[config.mk]
export PLATFORM = sky130hd
export DESIGN_NAME = port_device_flat
export DESIGN_NICKNAME = d
export VERILOG_FILES = /design/src/include/port_pkg.sv /design/src/include/port_if.sv /design/src/hdl/port_device.sv /design/src/flat_wrapper.sv
export SDC_FILE = /design/constraint.sdc
export NUM_CORES = 1
export LEC_CHECK = 0
export ABC_AREA = 1
export BUFFER_PORTS_ARGS = -buffer_cell sky130_fd_sc_hd__buf_2
export CAP_MARGIN = 40
export CORE_UTILIZATION = 35
export CTS_CLUSTER_SIZE = 28
export DETAILED_ROUTE_END_ITERATION = 8
export PLACE_DENSITY_LB_ADDON = 0.25
export SLEW_MARGIN = 20
export SYNTH_ARGS = -nofsm -noshare
export SYNTH_HDL_FRONTEND = slang
export SYNTH_SLANG_ARGS = --single-unit
[constraint.sdc]
create_clock -name clk -period 8.8 [get_ports clk]
set_input_delay 1.76 -clock clk [delete_from_list [all_inputs] [get_ports clk]]
set_output_delay 1.76 -clock clk [all_outputs]
set_load 0.1 [all_outputs]
[src/include/port_pkg.sv]
package port_pkg;

	// port geometry
	localparam int PORT_COUNT = 4;
	localparam int PORT_W     = 8;
	localparam int PIN_COUNT  = 32;
	localparam int ADDR_W     = 16;

	// port indices inside a register group
	localparam logic [1:0] PORT_A = 2'h0;
	localparam logic [1:0] PORT_B = 2'h1;
	localparam logic [1:0] PORT_C = 2'h2;
	localparam logic [1:0] PORT_D = 2'h3;

	// offsets in the io_register_window; the port index is added to the group base
	localparam logic [7:0] OFF_DATA_IN       = 8'h00;
	localparam logic [7:0] OFF_DATA_OUT      = 8'h04;
	localparam logic [7:0] OFF_DIRECTION     = 8'h08;
	localparam logic [7:0] OFF_MODE_SELECT   = 8'h0C;
	localparam logic [7:0] OFF_DRIVER_SELECT = 8'h10;
	localparam logic [7:0] OFF_GROUP_MASK    = 8'hFC;

	// reset value of every port setup register
	localparam logic [7:0] REG_RESET = 8'h00;
	localparam logic [7:0] MASK_FULL = 8'hFF;
	localparam logic [7:0] MASK_D    = 8'h07;
	localparam logic [7:0] MASK_NONE = 8'h00;

	// controller registers on APB (byte addresses)
	localparam logic [11:0] APB_COMMAND  = 12'h000;
	localparam logic [11:0] APB_WDATA    = 12'h004;
	localparam logic [11:0] APB_STATUS   = 12'h008;
	localparam logic [11:0] APB_RDATA    = 12'h00C;
	localparam logic [11:0] APB_SYS_ADDR = 12'h010;
	localparam int CMD_WRITE_BIT = 8;
	localparam int STATUS_BUSY_BIT = 0;

	typedef enum logic [2:0] {
		K_DATA_IN,
		K_DATA_OUT,
		K_DIRECTION,
		K_MODE,
		K_DRIVER,
		K_NONE
	} reg_kind_t;

	// static host bus wiring, fixed by the stored configuration
	typedef enum logic [1:0] {
		BUS_BURST8,
		BUS_PAGE,
		BUS_MUX8,
		BUS_NONMUX8
	} host_bus_t;

	function automatic reg_kind_t decode_kind(input logic [7:0] offset);
		case (offset & OFF_GROUP_MASK)
			OFF_DATA_IN:       return K_DATA_IN;
			OFF_DATA_OUT:      return K_DATA_OUT;
			OFF_DIRECTION:     return K_DIRECTION;
			OFF_MODE_SELECT:   return K_MODE;
			OFF_DRIVER_SELECT: return K_DRIVER;
			default:           return K_NONE;
		endcase
	endfunction

	// implemented bits of one register; the rest ignore writes and read zero
	function automatic logic [7:0] impl_mask(input reg_kind_t kind, input logic [1:0] port);
		case (kind)
			K_NONE:  return MASK_NONE;
			K_MODE:  return (port == PORT_A || port == PORT_B) ? MASK_FULL : MASK_NONE;
			default: return (port == PORT_D) ? MASK_D : MASK_FULL;
		endcase
	endfunction

endpackage

[src/include/port_if.sv]
`timescale 1ns/100ps
interface port_if (
	input wire logic clk,
	input wire logic reset
);
	import port_pkg::*;

	// io_register_window access
	logic [7:0]        io_addr;
	logic [7:0]        io_wdata;
	logic              io_wr;
	logic              io_rd;
	logic [7:0]        io_rdata;
	logic              io_rvalid;
	// host system address and its address_latch_strobe
	logic [ADDR_W-1:0] sys_addr;
	logic              address_latch_strobe;

	modport device (
		input  clk, reset, io_addr, io_wdata, io_wr, io_rd, sys_addr, address_latch_strobe,
		output io_rdata, io_rvalid
	);

	modport host (
		input  clk, reset, io_rdata, io_rvalid,
		output io_addr, io_wdata, io_wr, io_rd, sys_addr, address_latch_strobe
	);
endinterface

[src/hdl/port_device.sv]
// Notes on behaviour
// ports A,B mode bit 0 I/O, 1 address
// direction 1 output, 0 input; reset input
// output drives data out; read returns pin
// ports C,D no mode select; I/O default
// host keeps direction 0 on logic-array inputs
// address drives when mode bit and direction or array enable
// address nibble map follows host bus type
// non-multiplexed bus: address only on port B
// host boots internally before enabling address out
// address inputs, optionally latched by strobe
// port A data bus disables its I/O
// bit n is pin n; reset zero
// window cycles write and read back setup
// port D direction has three bits only
// A,B bits 7:4 drive 1 is open-drain
// A,B bits 3:0, D 2:0 fast slew
// array, data port, address in are static
// data out drives on direction or enable
// unimplemented bits ignore writes, read zero
//
// The address map and the APB slave port were chosen for this implementation.
`timescale 1ns/100ps
module port_device
	import port_pkg::*;
#(
	// stored configuration; the two pin masks hold one bit per pin, port p at bits p*8+7:p*8
	parameter logic [PIN_COUNT-1:0] PLD_OUT_MASK  = 32'h0000_0000,
	parameter logic [PIN_COUNT-1:0] ADDR_IN_MASK  = 32'h0000_0000,
	parameter logic                 ADDR_IN_LATCH = 1'b1,
	parameter logic                 DATA_PORT_A   = 1'b0,
	parameter host_bus_t            BUS_TYPE      = BUS_MUX8
) (
	// link to the host
	port_if.device                  io,
	// port pins
	input  wire logic [PIN_COUNT-1:0] pin_in,
	output logic [PIN_COUNT-1:0]      pin_out,
	output logic [PIN_COUNT-1:0]      pin_oe_n,
	output logic [PIN_COUNT-1:0]      slew_fast,
	// logic-array terms
	input  wire logic [PIN_COUNT-1:0] pld_value,
	input  wire logic [PIN_COUNT-1:0] pld_oe,
	output logic [PIN_COUNT-1:0]      pld_in,
	output logic [PIN_COUNT-1:0]      addr_in_bits,
	// port A as data bus
	input  wire logic [7:0]           host_data_out,
	input  wire logic                 host_data_oe,
	output logic [7:0]                host_data_in
);

	////////////////////////////////////////////////////////////////////////////
	// port setup and data registers

	logic [7:0]        dir_reg  [PORT_COUNT];
	logic [7:0]        dir_next [PORT_COUNT];
	logic [7:0]        mode_reg [PORT_COUNT];
	logic [7:0]        mode_next[PORT_COUNT];
	logic [7:0]        drv_reg  [PORT_COUNT];
	logic [7:0]        drv_next [PORT_COUNT];
	logic [7:0]        dout_reg [PORT_COUNT];
	logic [7:0]        dout_next[PORT_COUNT];
	logic [7:0]        rdata_reg;
	logic [7:0]        rdata_next;
	logic              rvalid_reg;
	logic              rvalid_next;
	logic [ADDR_W-1:0] lat_addr_reg;
	logic [ADDR_W-1:0] lat_addr_next;
	reg_kind_t         acc_kind;
	logic [1:0]        acc_port;
	logic [7:0]        acc_mask;

	assign acc_kind = decode_kind(io.io_addr);
	assign acc_port = io.io_addr[1:0];
	assign acc_mask = impl_mask(acc_kind, acc_port);

	// host writes land on implemented bits only; reads are registered one cycle
	always_comb begin
		dir_next      = dir_reg;
		mode_next     = mode_reg;
		drv_next      = drv_reg;
		dout_next     = dout_reg;
		rdata_next    = rdata_reg;
		rvalid_next   = io.io_rd;
		lat_addr_next = lat_addr_reg;
		if (io.address_latch_strobe) begin
			lat_addr_next = io.sys_addr;
		end
		if (io.io_wr) begin
			case (acc_kind)
				K_DATA_OUT:  dout_next[acc_port] = io.io_wdata & acc_mask;
				K_DIRECTION: dir_next[acc_port]  = io.io_wdata & acc_mask;
				K_MODE:      mode_next[acc_port] = io.io_wdata & acc_mask;
				K_DRIVER:    drv_next[acc_port]  = io.io_wdata & acc_mask;
				default:     ;
			endcase
		end
		if (io.io_rd) begin
			case (acc_kind)
				K_DATA_IN:   rdata_next = (DATA_PORT_A && acc_port == PORT_A) ? 8'h00
						: pin_in[acc_port*8 +: 8] & acc_mask;
				K_DATA_OUT:  rdata_next = dout_reg[acc_port];
				K_DIRECTION: rdata_next = dir_reg[acc_port];
				K_MODE:      rdata_next = mode_reg[acc_port];
				K_DRIVER:    rdata_next = drv_reg[acc_port];
				default:     rdata_next = 8'h00;
			endcase
		end
	end

	// every setup register clears at power-up: all pins input, I/O mode, CMOS, slow
	always_ff @(posedge io.clk or posedge io.reset) begin
		if (io.reset) begin
			for (int p = 0; p < PORT_COUNT; p++) begin
				dir_reg[p]  <= REG_RESET;
				mode_reg[p] <= REG_RESET;
				drv_reg[p]  <= REG_RESET;
				dout_reg[p] <= REG_RESET;
			end
			rdata_reg    <= 8'h00;
			rvalid_reg   <= 1'b0;
			lat_addr_reg <= 16'h0000;
		end else begin
			dir_reg      <= dir_next;
			mode_reg     <= mode_next;
			drv_reg      <= drv_next;
			dout_reg     <= dout_next;
			rdata_reg    <= rdata_next;
			rvalid_reg   <= rvalid_next;
			lat_addr_reg <= lat_addr_next;
		end
	end

	assign io.io_rdata  = rdata_reg;
	assign io.io_rvalid = rvalid_reg;

	////////////////////////////////////////////////////////////////////////////
	// latched address output mapping per port

	// returns {valid bits, address bits} for ports A and B
	function automatic logic [15:0] addr_map(input logic [1:0] port, input logic [15:0] a);
		logic [15:0] r;
		r = 16'h0000;
		if (port == PORT_A) begin
			unique case (BUS_TYPE)
				BUS_BURST8:  r = {8'hF0, a[7:4], 4'h0};
				BUS_MUX8:    r = {8'hFF, a[7:0]};
				BUS_PAGE:    r = 16'h0000;
				BUS_NONMUX8: r = 16'h0000;
			endcase
		end else if (port == PORT_B) begin
			unique case (BUS_TYPE)
				BUS_BURST8:  r = {8'h0F, 4'h0, a[11:8]};
				BUS_PAGE:    r = {8'hFF, a[15:8]};
				BUS_MUX8:    r = {8'hFF, a[7:0]};
				BUS_NONMUX8: r = {8'hFF, a[7:0]};
			endcase
		end
		return r;
	endfunction

	////////////////////////////////////////////////////////////////////////////
	// pin drivers, one slice per pin

	logic [PIN_COUNT-1:0] pin_out_next;
	logic [PIN_COUNT-1:0] oe_n_next;
	logic [PIN_COUNT-1:0] slew_next;
	logic [PIN_COUNT-1:0] addr_in_next;

	for (genvar i = 0; i < PIN_COUNT; i++) begin : g_pin
		localparam int P = i / 8;
		localparam int B = i % 8;
		localparam logic IMPL  = (P != 3) || (B < 3);
		localparam logic DPORT = DATA_PORT_A && (P == 0);
		localparam logic OD_OK = ((P < 2) && (B >= 4)) || (P == 2);
		localparam logic SL_OK = ((P < 2) && (B < 4)) || ((P == 3) && (B < 3));
		logic [15:0] amap;
		logic        addr_drv;
		logic        pld_drv;
		logic        drive;
		logic        val;
		logic        od;

		// address out needs the mode bit, direction or an array enable, and a mapped pin
		always_comb begin
			amap     = addr_map(2'(P), lat_addr_reg);
			addr_drv = mode_reg[P][B] && (dir_reg[P][B] || pld_oe[i]) && amap[8+B];
			pld_drv  = PLD_OUT_MASK[i] && pld_oe[i];
			od       = OD_OK && drv_reg[P][B];
			if (DPORT) begin
				drive = host_data_oe;
				val   = host_data_out[B];
			end else if (pld_drv) begin
				drive = 1'b1;
				val   = pld_value[i];
			end else if (addr_drv) begin
				drive = 1'b1;
				val   = amap[B];
			end else begin
				drive = dir_reg[P][B] || pld_oe[i];
				val   = dout_reg[P][B];
			end
			// open-drain releases the pin for a one; the pull-up supplies it
			pin_out_next[i] = val;
			oe_n_next[i]    = !(IMPL && drive && !(od && val));
			slew_next[i]    = SL_OK && drv_reg[P][B];
			addr_in_next[i] = ADDR_IN_MASK[i] && !DPORT;
		end
	end

	// all pin-side outputs come from flops; a pin is safe (released) in reset
	always_ff @(posedge io.clk or posedge io.reset) begin
		if (io.reset) begin
			pin_out      <= 32'h0000_0000;
			pin_oe_n     <= 32'hFFFF_FFFF;
			slew_fast    <= 32'h0000_0000;
			pld_in       <= 32'h0000_0000;
			addr_in_bits <= 32'h0000_0000;
			host_data_in <= 8'h00;
		end else begin
			pin_out   <= pin_out_next;
			pin_oe_n  <= oe_n_next;
			slew_fast <= slew_next;
			pld_in    <= pin_in;
			// address inputs follow the pins, or only move on the strobe
			if (!ADDR_IN_LATCH || io.address_latch_strobe) begin
				addr_in_bits <= pin_in & addr_in_next;
			end
			host_data_in <= DATA_PORT_A ? pin_in[7:0] : 8'h00;
		end
	end

endmodule

[src/flat_wrapper.sv]
// flat-port wrapper written by rule: the top's interface ports become plain ports
module port_device_flat import port_pkg::*;
#(
	                                                                                         
	parameter logic [PIN_COUNT-1:0] PLD_OUT_MASK  = 32'h0000_0000,
	parameter logic [PIN_COUNT-1:0] ADDR_IN_MASK  = 32'h0000_0000,
	parameter logic                 ADDR_IN_LATCH = 1'b1,
	parameter logic                 DATA_PORT_A   = 1'b0,
	parameter host_bus_t            BUS_TYPE      = BUS_MUX8
)
  (pin_in, pin_out, pin_oe_n, slew_fast, pld_value, pld_oe, pld_in, addr_in_bits, host_data_out, host_data_oe, host_data_in, clk, reset, io_io_addr, io_io_wdata, io_io_wr, io_io_rd, io_sys_addr, io_address_latch_strobe, io_io_rdata, io_io_rvalid);
  port_if io_i (.clk(clk), .reset(reset));
  input  wire logic [PIN_COUNT-1:0] pin_in;
  output logic [PIN_COUNT-1:0] pin_out;
  output logic [PIN_COUNT-1:0] pin_oe_n;
  output logic [PIN_COUNT-1:0] slew_fast;
  input  wire logic [PIN_COUNT-1:0] pld_value;
  input  wire logic [PIN_COUNT-1:0] pld_oe;
  output logic [PIN_COUNT-1:0] pld_in;
  output logic [PIN_COUNT-1:0] addr_in_bits;
  input  wire logic [7:0] host_data_out;
  input  wire logic host_data_oe;
  output logic [7:0] host_data_in;
  input wire logic clk;
  input wire logic reset;
  input wire logic [$bits(io_i.io_addr)-1:0] io_io_addr;
  input wire logic [$bits(io_i.io_wdata)-1:0] io_io_wdata;
  input wire logic [$bits(io_i.io_wr)-1:0] io_io_wr;
  input wire logic [$bits(io_i.io_rd)-1:0] io_io_rd;
  input wire logic [$bits(io_i.sys_addr)-1:0] io_sys_addr;
  input wire logic [$bits(io_i.address_latch_strobe)-1:0] io_address_latch_strobe;
  output wire logic [$bits(io_i.io_rdata)-1:0] io_io_rdata;
  output wire logic [$bits(io_i.io_rvalid)-1:0] io_io_rvalid;
  assign io_i.io_addr = io_io_addr;
  assign io_i.io_wdata = io_io_wdata;
  assign io_i.io_wr = io_io_wr;
  assign io_i.io_rd = io_io_rd;
  assign io_i.sys_addr = io_sys_addr;
  assign io_i.address_latch_strobe = io_address_latch_strobe;
  assign io_io_rdata = io_i.io_rdata;
  assign io_io_rvalid = io_i.io_rvalid;
  port_device #(.PLD_OUT_MASK(PLD_OUT_MASK), .ADDR_IN_MASK(ADDR_IN_MASK), .ADDR_IN_LATCH(ADDR_IN_LATCH), .DATA_PORT_A(DATA_PORT_A), .BUS_TYPE(BUS_TYPE)) u_core (.io(io_i), .pin_in(pin_in), .pin_out(pin_out), .pin_oe_n(pin_oe_n), .slew_fast(slew_fast), .pld_value(pld_value), .pld_oe(pld_oe), .pld_in(pld_in), .addr_in_bits(addr_in_bits), .host_data_out(host_data_out), .host_data_oe(host_data_oe), .host_data_in(host_data_in));
endmodule
==> summary.md, run 1 <==
| Metric | Value |
|---|---|
| Synth Register Bits | `247` |
| Cell Count, Final, Fillers Out | `1854` |
| First-pass GRT wire length | `45500 um` |
| # IOs | `319` |
| Status | `complete, no violations` |
| Hold Buf Count CTS | `0` |
| CP Launch Type | `input port` |
| Worst-Margin Slew | `0.807 ns` |
| Post-CTS resize count | `0` |
| 1st-iter DRT viols | `638` |
| Die X-Extent | `178 um` |
| DRC viols | `0` |
| Gate power share | `16.5%` |
| Worst hold path type | `flip-flop to flip-flop` |
| CP required | `9.21 ns` |
| Worst relative slew slack | `46.0%` |
| CTS Root Cell | `clkbuf_16` |
| LEAKAGE | `7.00 nW` |
| Max Clock Skew | `0.0186 ns` |
| Final WL | `29800 um` |
| Clock-pin slew on the worst setup and hold paths | `0.06 ns` |
| Row Count | `64` |
| Sw Share | `31.6%` |
| Routed len/inst | `16.1 um` |
| Placed Cells | `1802` |
| Port Buffers | `198` |
| Core ar. | `30500 um^2` |
| Largest net degree at the start of global routing | `106` |
| N_diodes | `0` |
| Avg Inst Size Synth | `8.71 um^2` |
| Vias | `8562` |
| Final Critical Period | `4.00 ns` |
| Die Span Y | `178 um` |
| Post-CTS setup repair buffer count | `0` |
| GRT Overall Usage | `18.7%` |
| Share of cells above drive strength 1 | `23.3%` |
| Post-synthesis cell area | `10800 um^2` |
| Nets | `1579` |
| GPL Wtd Cong | `0.825` |
| Final hold viol count | `0` |
| Tcrit/Tclk final | `45.5%` |
| Seq/Total Area, Yosys | `57.4%` |
| Maximum clock path buffer count | `3` |
| Cells after Synth | `1244` |
| Post-route setup slack | `4.80 ns` |
| PD cells | `223 nW/um^2` |
| Post-DP Area | `11900 um^2` |
| Fill count | `3098` |
| Vias per cell | `4.62` |
| DP HPWL | `20800 um` |
| Clock Power Share | `41.7%` |
| Design Power | `2.88 mW` |
| Yosys warnings | `0` |
| H-tree depth | `1` |
| Peak VDD IR | `0.149 mV` |
| Place WS | `4.27 ns` |
| Crit path max fanout | `44` |
| Setup Crit Path Kind | `input port to flip-flop` |
| Initial antenna violation count | `0` |
| Int Pwr | `1.97 mW` |
| CP Capture Type | `flip-flop` |
| Starting Density | `35.5%` |
| Inserted Clock Buffers | `28` |
| Fin area | `12900 um^2` |
| Final Slew Violations | `0` |
| Vias in the first global route | `8052` |
| Reg power frac | `41.8%` |
| CTS sink count | `247` |
| Setup-failing EPs final | `0` |
| Post-route ant nets | `0` |
| RSZ-0062 raised after global routing | `no` |
| Drt first pass iters | `5` |
| Setup TNS | `0 ns` |
| Die ar. | `31700 um^2` |
| CTS tree | `yes` |
| Area Overhead vs Synth | `19.1%` |
| Count of different cell masters after synthesis | `26` |
| MaxCap Viol Count | `0` |
| Total global routing overflow | `0` |
| Fmax | `250 MHz` |
| Critical Path AT | `4.41 ns` |
| Switch Pwr | `0.908 mW` |
| Worst-skew pair later-pin latency | `0.55 ns` |
-- routing by layer --
metal	up-vias	GRT usage, %	wire [um]
li1	4150	-	-
met1	4057	26.2	13500
met2	299	29.7	13700
met3	56	2.40	1720
met4	0	6.45	930
met5	-	0	0
-- layout by cell type, fill, tap and decap left out --
cell / netlist / layout
nor2_8: 4 / 4
buf_16: 0 / 2
buf_4: 72 / 8
nand2_4: 2 / 2
bufinv_16: 0 / 3
buf_2: 16 / 198
clkbuf_16: 0 / 28
o22ai_1: 5 / 5
nor2_2: 5 / 5
inv_1: 80 / 79
inv_2: 17 / 17
inv_6: 0 / 1
dfstp_2: 27 / 27
inv_8: 0 / 1
nand3_2: 2 / 2
clkbuf_1: 14 / 4
clkinv_2: 0 / 6
nand4_1: 1 / 1
nor2_1: 40 / 40
clkinv_4: 0 / 1
clkinvlp_4: 0 / 1
o21bai_1: 8 / 8
dfrtp_1: 220 / 220
nand3_1: 85 / 85
o21ai_1: 22 / 22
a21oi_1: 2 / 2
conb_1: 2 / 66
clkinv_8: 0 / 1
nor2_4: 11 / 11
clkbuf_8: 0 / 6
nand2_1: 486 / 486
o21ai_2: 6 / 6
nand2_2: 9 / 9
o21ai_0: 101 / 101
-- per-stage QoR --
step | hold WS [ns] | utilization, %
after floorplan | 0.354 | -
after global placement | 0.378 | 38.9
after detailed placement | 0.368 | 39.1
after CTS | 0.394 | 42.2
after global routing | 0.411 | 42.3
final | 0.388 | 42.3
-- logic make-up (layout without fill, tap and decap cells) --
kind of cell / count (synthesis) / count (layout) / synth area share, %
simple gates: 645 / 645 / 25.3
flops: 247 / 247 / 57.4
compound gates: 144 / 144 / 7.10
buf+inv: 206 / 356 / 10.2
other cells: 2 / 66 / 0.0693
-- cells in the mapped netlist (all sizes together) --
master  instances  area (um^2)
a21oi           2         10.0
buf            95          684
clkbuf         14         52.6
conb            2         7.51
dfrtp         220         5510
dfstp          27          709
inv            97          364
nand2         497         1900
nand3          87          445
nand4           1         6.26
nor2           60          385
o21ai         129          668
o21bai          8         60.1
o22ai           5         31.3
-- area by class of cell --
type / instances / area (um^2) / share of cell area [%]
multi-input cells: 855 / 3760 / 29.1
repair buffers: 208 / 1110 / 8.57
flip-flops and latches: 247 / 6210 / 48.2
well taps: 396 / 495 / 3.84
clock buffers: 38 / 798 / 6.19
clock inverters: 13 / 161 / 1.25
inverters: 97 / 372 / 2.88
-- final timing paths --
path                            depth (start not counted)                           endpoint                       startpoint  slack (ns)
worst max register to register                          8  u_core.io.io_rdata[1]$_DFFE_PP0P_  u_core.mode_reg[25]$_DFFE_PP0P_        7.48
worst max-delay path                                    9      u_core.drv_reg[9]$_DFFE_PP0P_                    io_io_addr[0]        4.80
worst min-delay path                                    0       u_core.pin_out[22]$_DFF_PP0_  u_core.dout_reg[14]$_DFFE_PP0P_        0.39
worst min register to register                          0       u_core.pin_out[22]$_DFF_PP0_  u_core.dout_reg[14]$_DFFE_PP0P_        0.39
min in group asynchronous                               2         u_core.pld_in[8]$_DFF_PP0_                            reset        1.33
max in group asynchronous                               4      u_core.pin_oe_n[14]$_DFF_PP1_                            reset        6.24
-- worst max-delay path, cell delays in order --
cell,delay [ns]
buf_2,0.23
buf_4,0.30
inv_2,0.19
buf_4,0.49
nand2_2,0.24
nor2_1,0.69
inv_1,0.25
nand2_1,0.10
o21ai_0,0.08
-- power by group through the flow --
stage	Combinational, mW	Clock [mW]	Sequential, mW
floorplan	0.237	0	1.39
global placement	0.474	0	1.22
detailed placement	0.476	0	1.22
CTS	0.477	1.23	1.20
global route	0.500	1.27	1.21
finish	0.475	1.20	1.20
Power figures use the tool's default switching activity.
==> inputs of run 2 (changes only) <==
Settings changed: ABC_AREA 1 to 0.
Clock period 8.8 ns to 3.6 ns, I/O delays scaled along.
==> summary.md, run 2 <==
| Metric | Value |
|---|---|
| Top FF cell, synth | `dfrtp_1` |
| Area contributors post-synth | `dfrtp_1 (54%), mux2_2 (8.6%), mux4_2 (7.7%)` |
| 1st-iter DRT viols | `427 (-33%)` |
| LEAKAGE | `6.19 nW (-12%)` |
| Clock-pin slew on the worst setup and hold paths | `0.06 ns (about the same)` |
| Die X-Extent | `173 um (-2.9%)` |
| Setup TNS | `0 ns (unchanged)` |
| GPL Wtd Cong | `0.776 (-5.9%)` |
| Final Core Density | `43.6% (+1.3 points)` |
| CTS Root Cell | `clkbuf_16` |
| Setup-failing EPs final | `0 (unchanged)` |
| Final Critical Period | `2.44 ns` |
| Max Clock Skew | `0.00861 ns (-0.00996 ns)` |
| Synth Register Bits | `247 (unchanged)` |
| Largest net degree at the start of global routing | `55 (-48%)` |
| Metal1 wirelength | `13300 um (-1.0%)` |
| Row Count | `62 (-3.1%)` |
| CTS sink count | `247 (unchanged)` |
| Post-route ant nets | `0 (unchanged)` |
| Post-CTS resize count | `0 (unchanged)` |
| Share of cells above drive strength 1 | `43.5% (+20 points)` |
| Crit path launch | `io_io_addr[7]` |
| Top cell type by total area after synthesis | `dfrtp_1` |
| Met3 wire len | `1720 um (+0.12%)` |
| Final hold viol count | `0 (unchanged)` |
| Vias in the first global route | `6620 (-18%)` |
| CP Launch Type | `input port` |
| Worst relative slew slack | `46.8% (+0.76 points)` |
| Count of different cell masters after synthesis | `37 (+42%)` |
| Yosys warnings | `0 (unchanged)` |
| Share of the synthesized area in the top cell type | `53.9% (+3.1 points)` |
| MaxCap Viol Count | `0 (unchanged)` |
| Die Span Y | `173 um (-2.9%)` |
| CTS tree | `yes` |
| Final Slew Violations | `0 (unchanged)` |
| Post-synth top cells | `dfrtp_1 (220), mux2_2 (78), buf_4 (74), o21ai_0 (74), nand2_1 (60)` |
| Worst-Margin Slew | `0.798 ns (-0.00840 ns)` |
| CP required | `4.02 ns (-5.19 ns)` |
| Core ar. | `28700 um^2 (-5.9%)` |
| Area Overhead vs Synth | `22.6%` |
| Peak VDD IR | `0.345 mV (+130%)` |
| Tcrit/Tclk final | `67.9%` |
| GRT Overall Usage | `18.7% (about the same)` |
| Cells after Synth | `759 (-39%)` |
| Vias | `6653 (-22%)` |
| Initial antenna violation count | `2 (+2)` |
| Fin area | `12500 um^2 (-3.0%)` |
| Die ar. | `29900 um^2 (-5.7%)` |
| DRC viols | `0 (unchanged)` |
| Fill count | `2705 (-13%)` |
| First-pass GRT wire length | `42100 um (-7.4%)` |
| Critical Path AT | `2.86 ns (-1.55 ns)` |
| Drt first pass iters | `4 (-1)` |
| CP Capture Type | `flip-flop` |
| Post-CTS setup repair buffer count | `0 (unchanged)` |
| Avg Inst Size Synth | `13.5 um^2 (+54%)` |
| Commonest non-fill, non-tap cell in the layout | `dfrtp_1` |
| Status | `complete, no violations` |
| DP HPWL | `19500 um (-6.0%)` |
| H-tree depth | `1 (unchanged)` |
| Vias per cell | `4.81 (+4.2%)` |
| RSZ-0062 raised after global routing | `no` |
| Seq/Total Area, Yosys | `60.9% (+3.5 points)` |
| Reg2reg start | `u_core.dir_reg[16]$_DFFE_PP0P_` |
| Inserted Clock Buffers | `28 (unchanged)` |
| PD cells | `559 nW/um^2 (+150%)` |
| Fmax | `409 MHz` |
| Hold Slack | `0.102 ns (-0.285 ns)` |
| FFs w/ async S/R, synth | `100% (unchanged)` |
| Hold Buf Count CTS | `0 (unchanged)` |
| Total global routing overflow | `0 (unchanged)` |
| Post-synthesis cell area | `10200 um^2 (-5.7%)` |
| Setup Crit Path Kind | `input port to flip-flop` |
| Post-DP Area | `11500 um^2 (-3.9%)` |
| Met2 WL | `12400 um (-9.2%)` |
| Worst-skew pair later-pin latency | `0.53 ns (-0.02 ns)` |
| Starting Density | `35.6% (+0.069 points)` |
| Most common cell in the netlist | `dfrtp_1` |
| # IOs | `319 (unchanged)` |
| Maximum clock path buffer count | `3 (unchanged)` |
| Uppermost routed layer | `met4` |
| Most frequent cells in the layout | `dfrtp_1 (220), buf_2 (199), mux2_2 (78)` |
| Routed len/inst | `20.2 um (+26%)` |
| Final WL | `27900 um (-6.3%)` |
| Port Buffers | `198 (unchanged)` |
| Nets | `1116 (-29%)` |
| Crit path max fanout | `8 (-82%)` |
| Worst hold path type | `input port to async pin` |
| Number of flops mapped to enable cells by yosys | `0 (unchanged)` |
-- run 2: cell types whose count changed after synthesis, sizes merged, moves of 8 or more --
cell / previous run / this run
and3: 0 / 17
o21ai: 129 / 75
nand3: 87 / 13
and2: 0 / 31
nand4: 1 / 10
buf: 95 / 104
inv: 97 / 3
o21bai: 8 / 0
mux2: 0 / 79
a21oi: 2 / 25
a31oi: 0 / 10
mux4: 0 / 35
nand2: 497 / 60
nor2: 60 / 19
-- run 2: path summary, 6_finish.rpt --
kind	end	slack [ns]	depth (start not counted)
worst max register to register	u_core.io.io_rdata[0]$_DFFE_PP0P_	2.13	4
worst min register to register	u_core.slew_fast[1]$_DFF_PP0_	0.40	0
worst min-delay path	u_core.pin_out[17]$_DFF_PP0_	0.10	2
max in group asynchronous	u_core.pin_out[2]$_DFF_PP0_	2.63	5
worst max-delay path	u_core.dout_reg[29]$_DFFE_PP0P_	1.16	5
min in group clk	u_core.pld_in[29]$_DFF_PP0_	0.29	1
-- run 2: layer usage --
layer	global-route usage, %	vias up
met5	0	-
met4	4.50	0
met3	3.28	34
met2	28.3	262
met1	28.0	3382
li1	-	2975
-- run 2: final cells by class --
type | instances | area, um^2 | area share (%)
clock inverter | 13 | 220 | 1.76
antenna | 2 | 5.00 | 0.0400
multi-input combinational | 462 | 3460 | 27.6
timing repair buffer | 232 | 1290 | 10.3
tap | 384 | 480 | 3.84
clock buffer | 39 | 833 | 6.66
sequential | 247 | 6210 | 49.6
inverter | 3 | 15.0 | 0.120
-- run 2: cell families after synthesis --
family                 count (synthesis)  synth area share, %
AO/OA/AOI/OAI                        118                 6.18
multiplexers                         119                 17.0
other                                  2               0.0735
buffers and inverters                114                 7.70
flip-flops                           247                 60.9
AND/OR/NAND/NOR                      159                 8.23
-- run 2: worst max-delay path: stages --
cell	delay, ns
buf_2	0.12
nor4_4	0.62
nand4_1	0.70
buf_4	0.41
mux2_2	0.27
-- run 2: per-stage QoR --
step	total power [mW]	cells	setup slack, ns
final	6.99	1382	1.16
after global routing	7.21	1382	1.09
after CTS	7.07	1379	1.16
after detailed placement	3.87	1327	0.588
after global placement	3.87	1325	0.595
after floorplan	3.75	823	-0.344
-- run 2: report_power, final --
group	total [mW]	switching, mW	internal [mW]
Clock	3.17	1.13	2.04
Sequential	2.87	0.0261	2.85
Combinational	0.949	0.816	0.133
Total	6.99	1.98	5.02
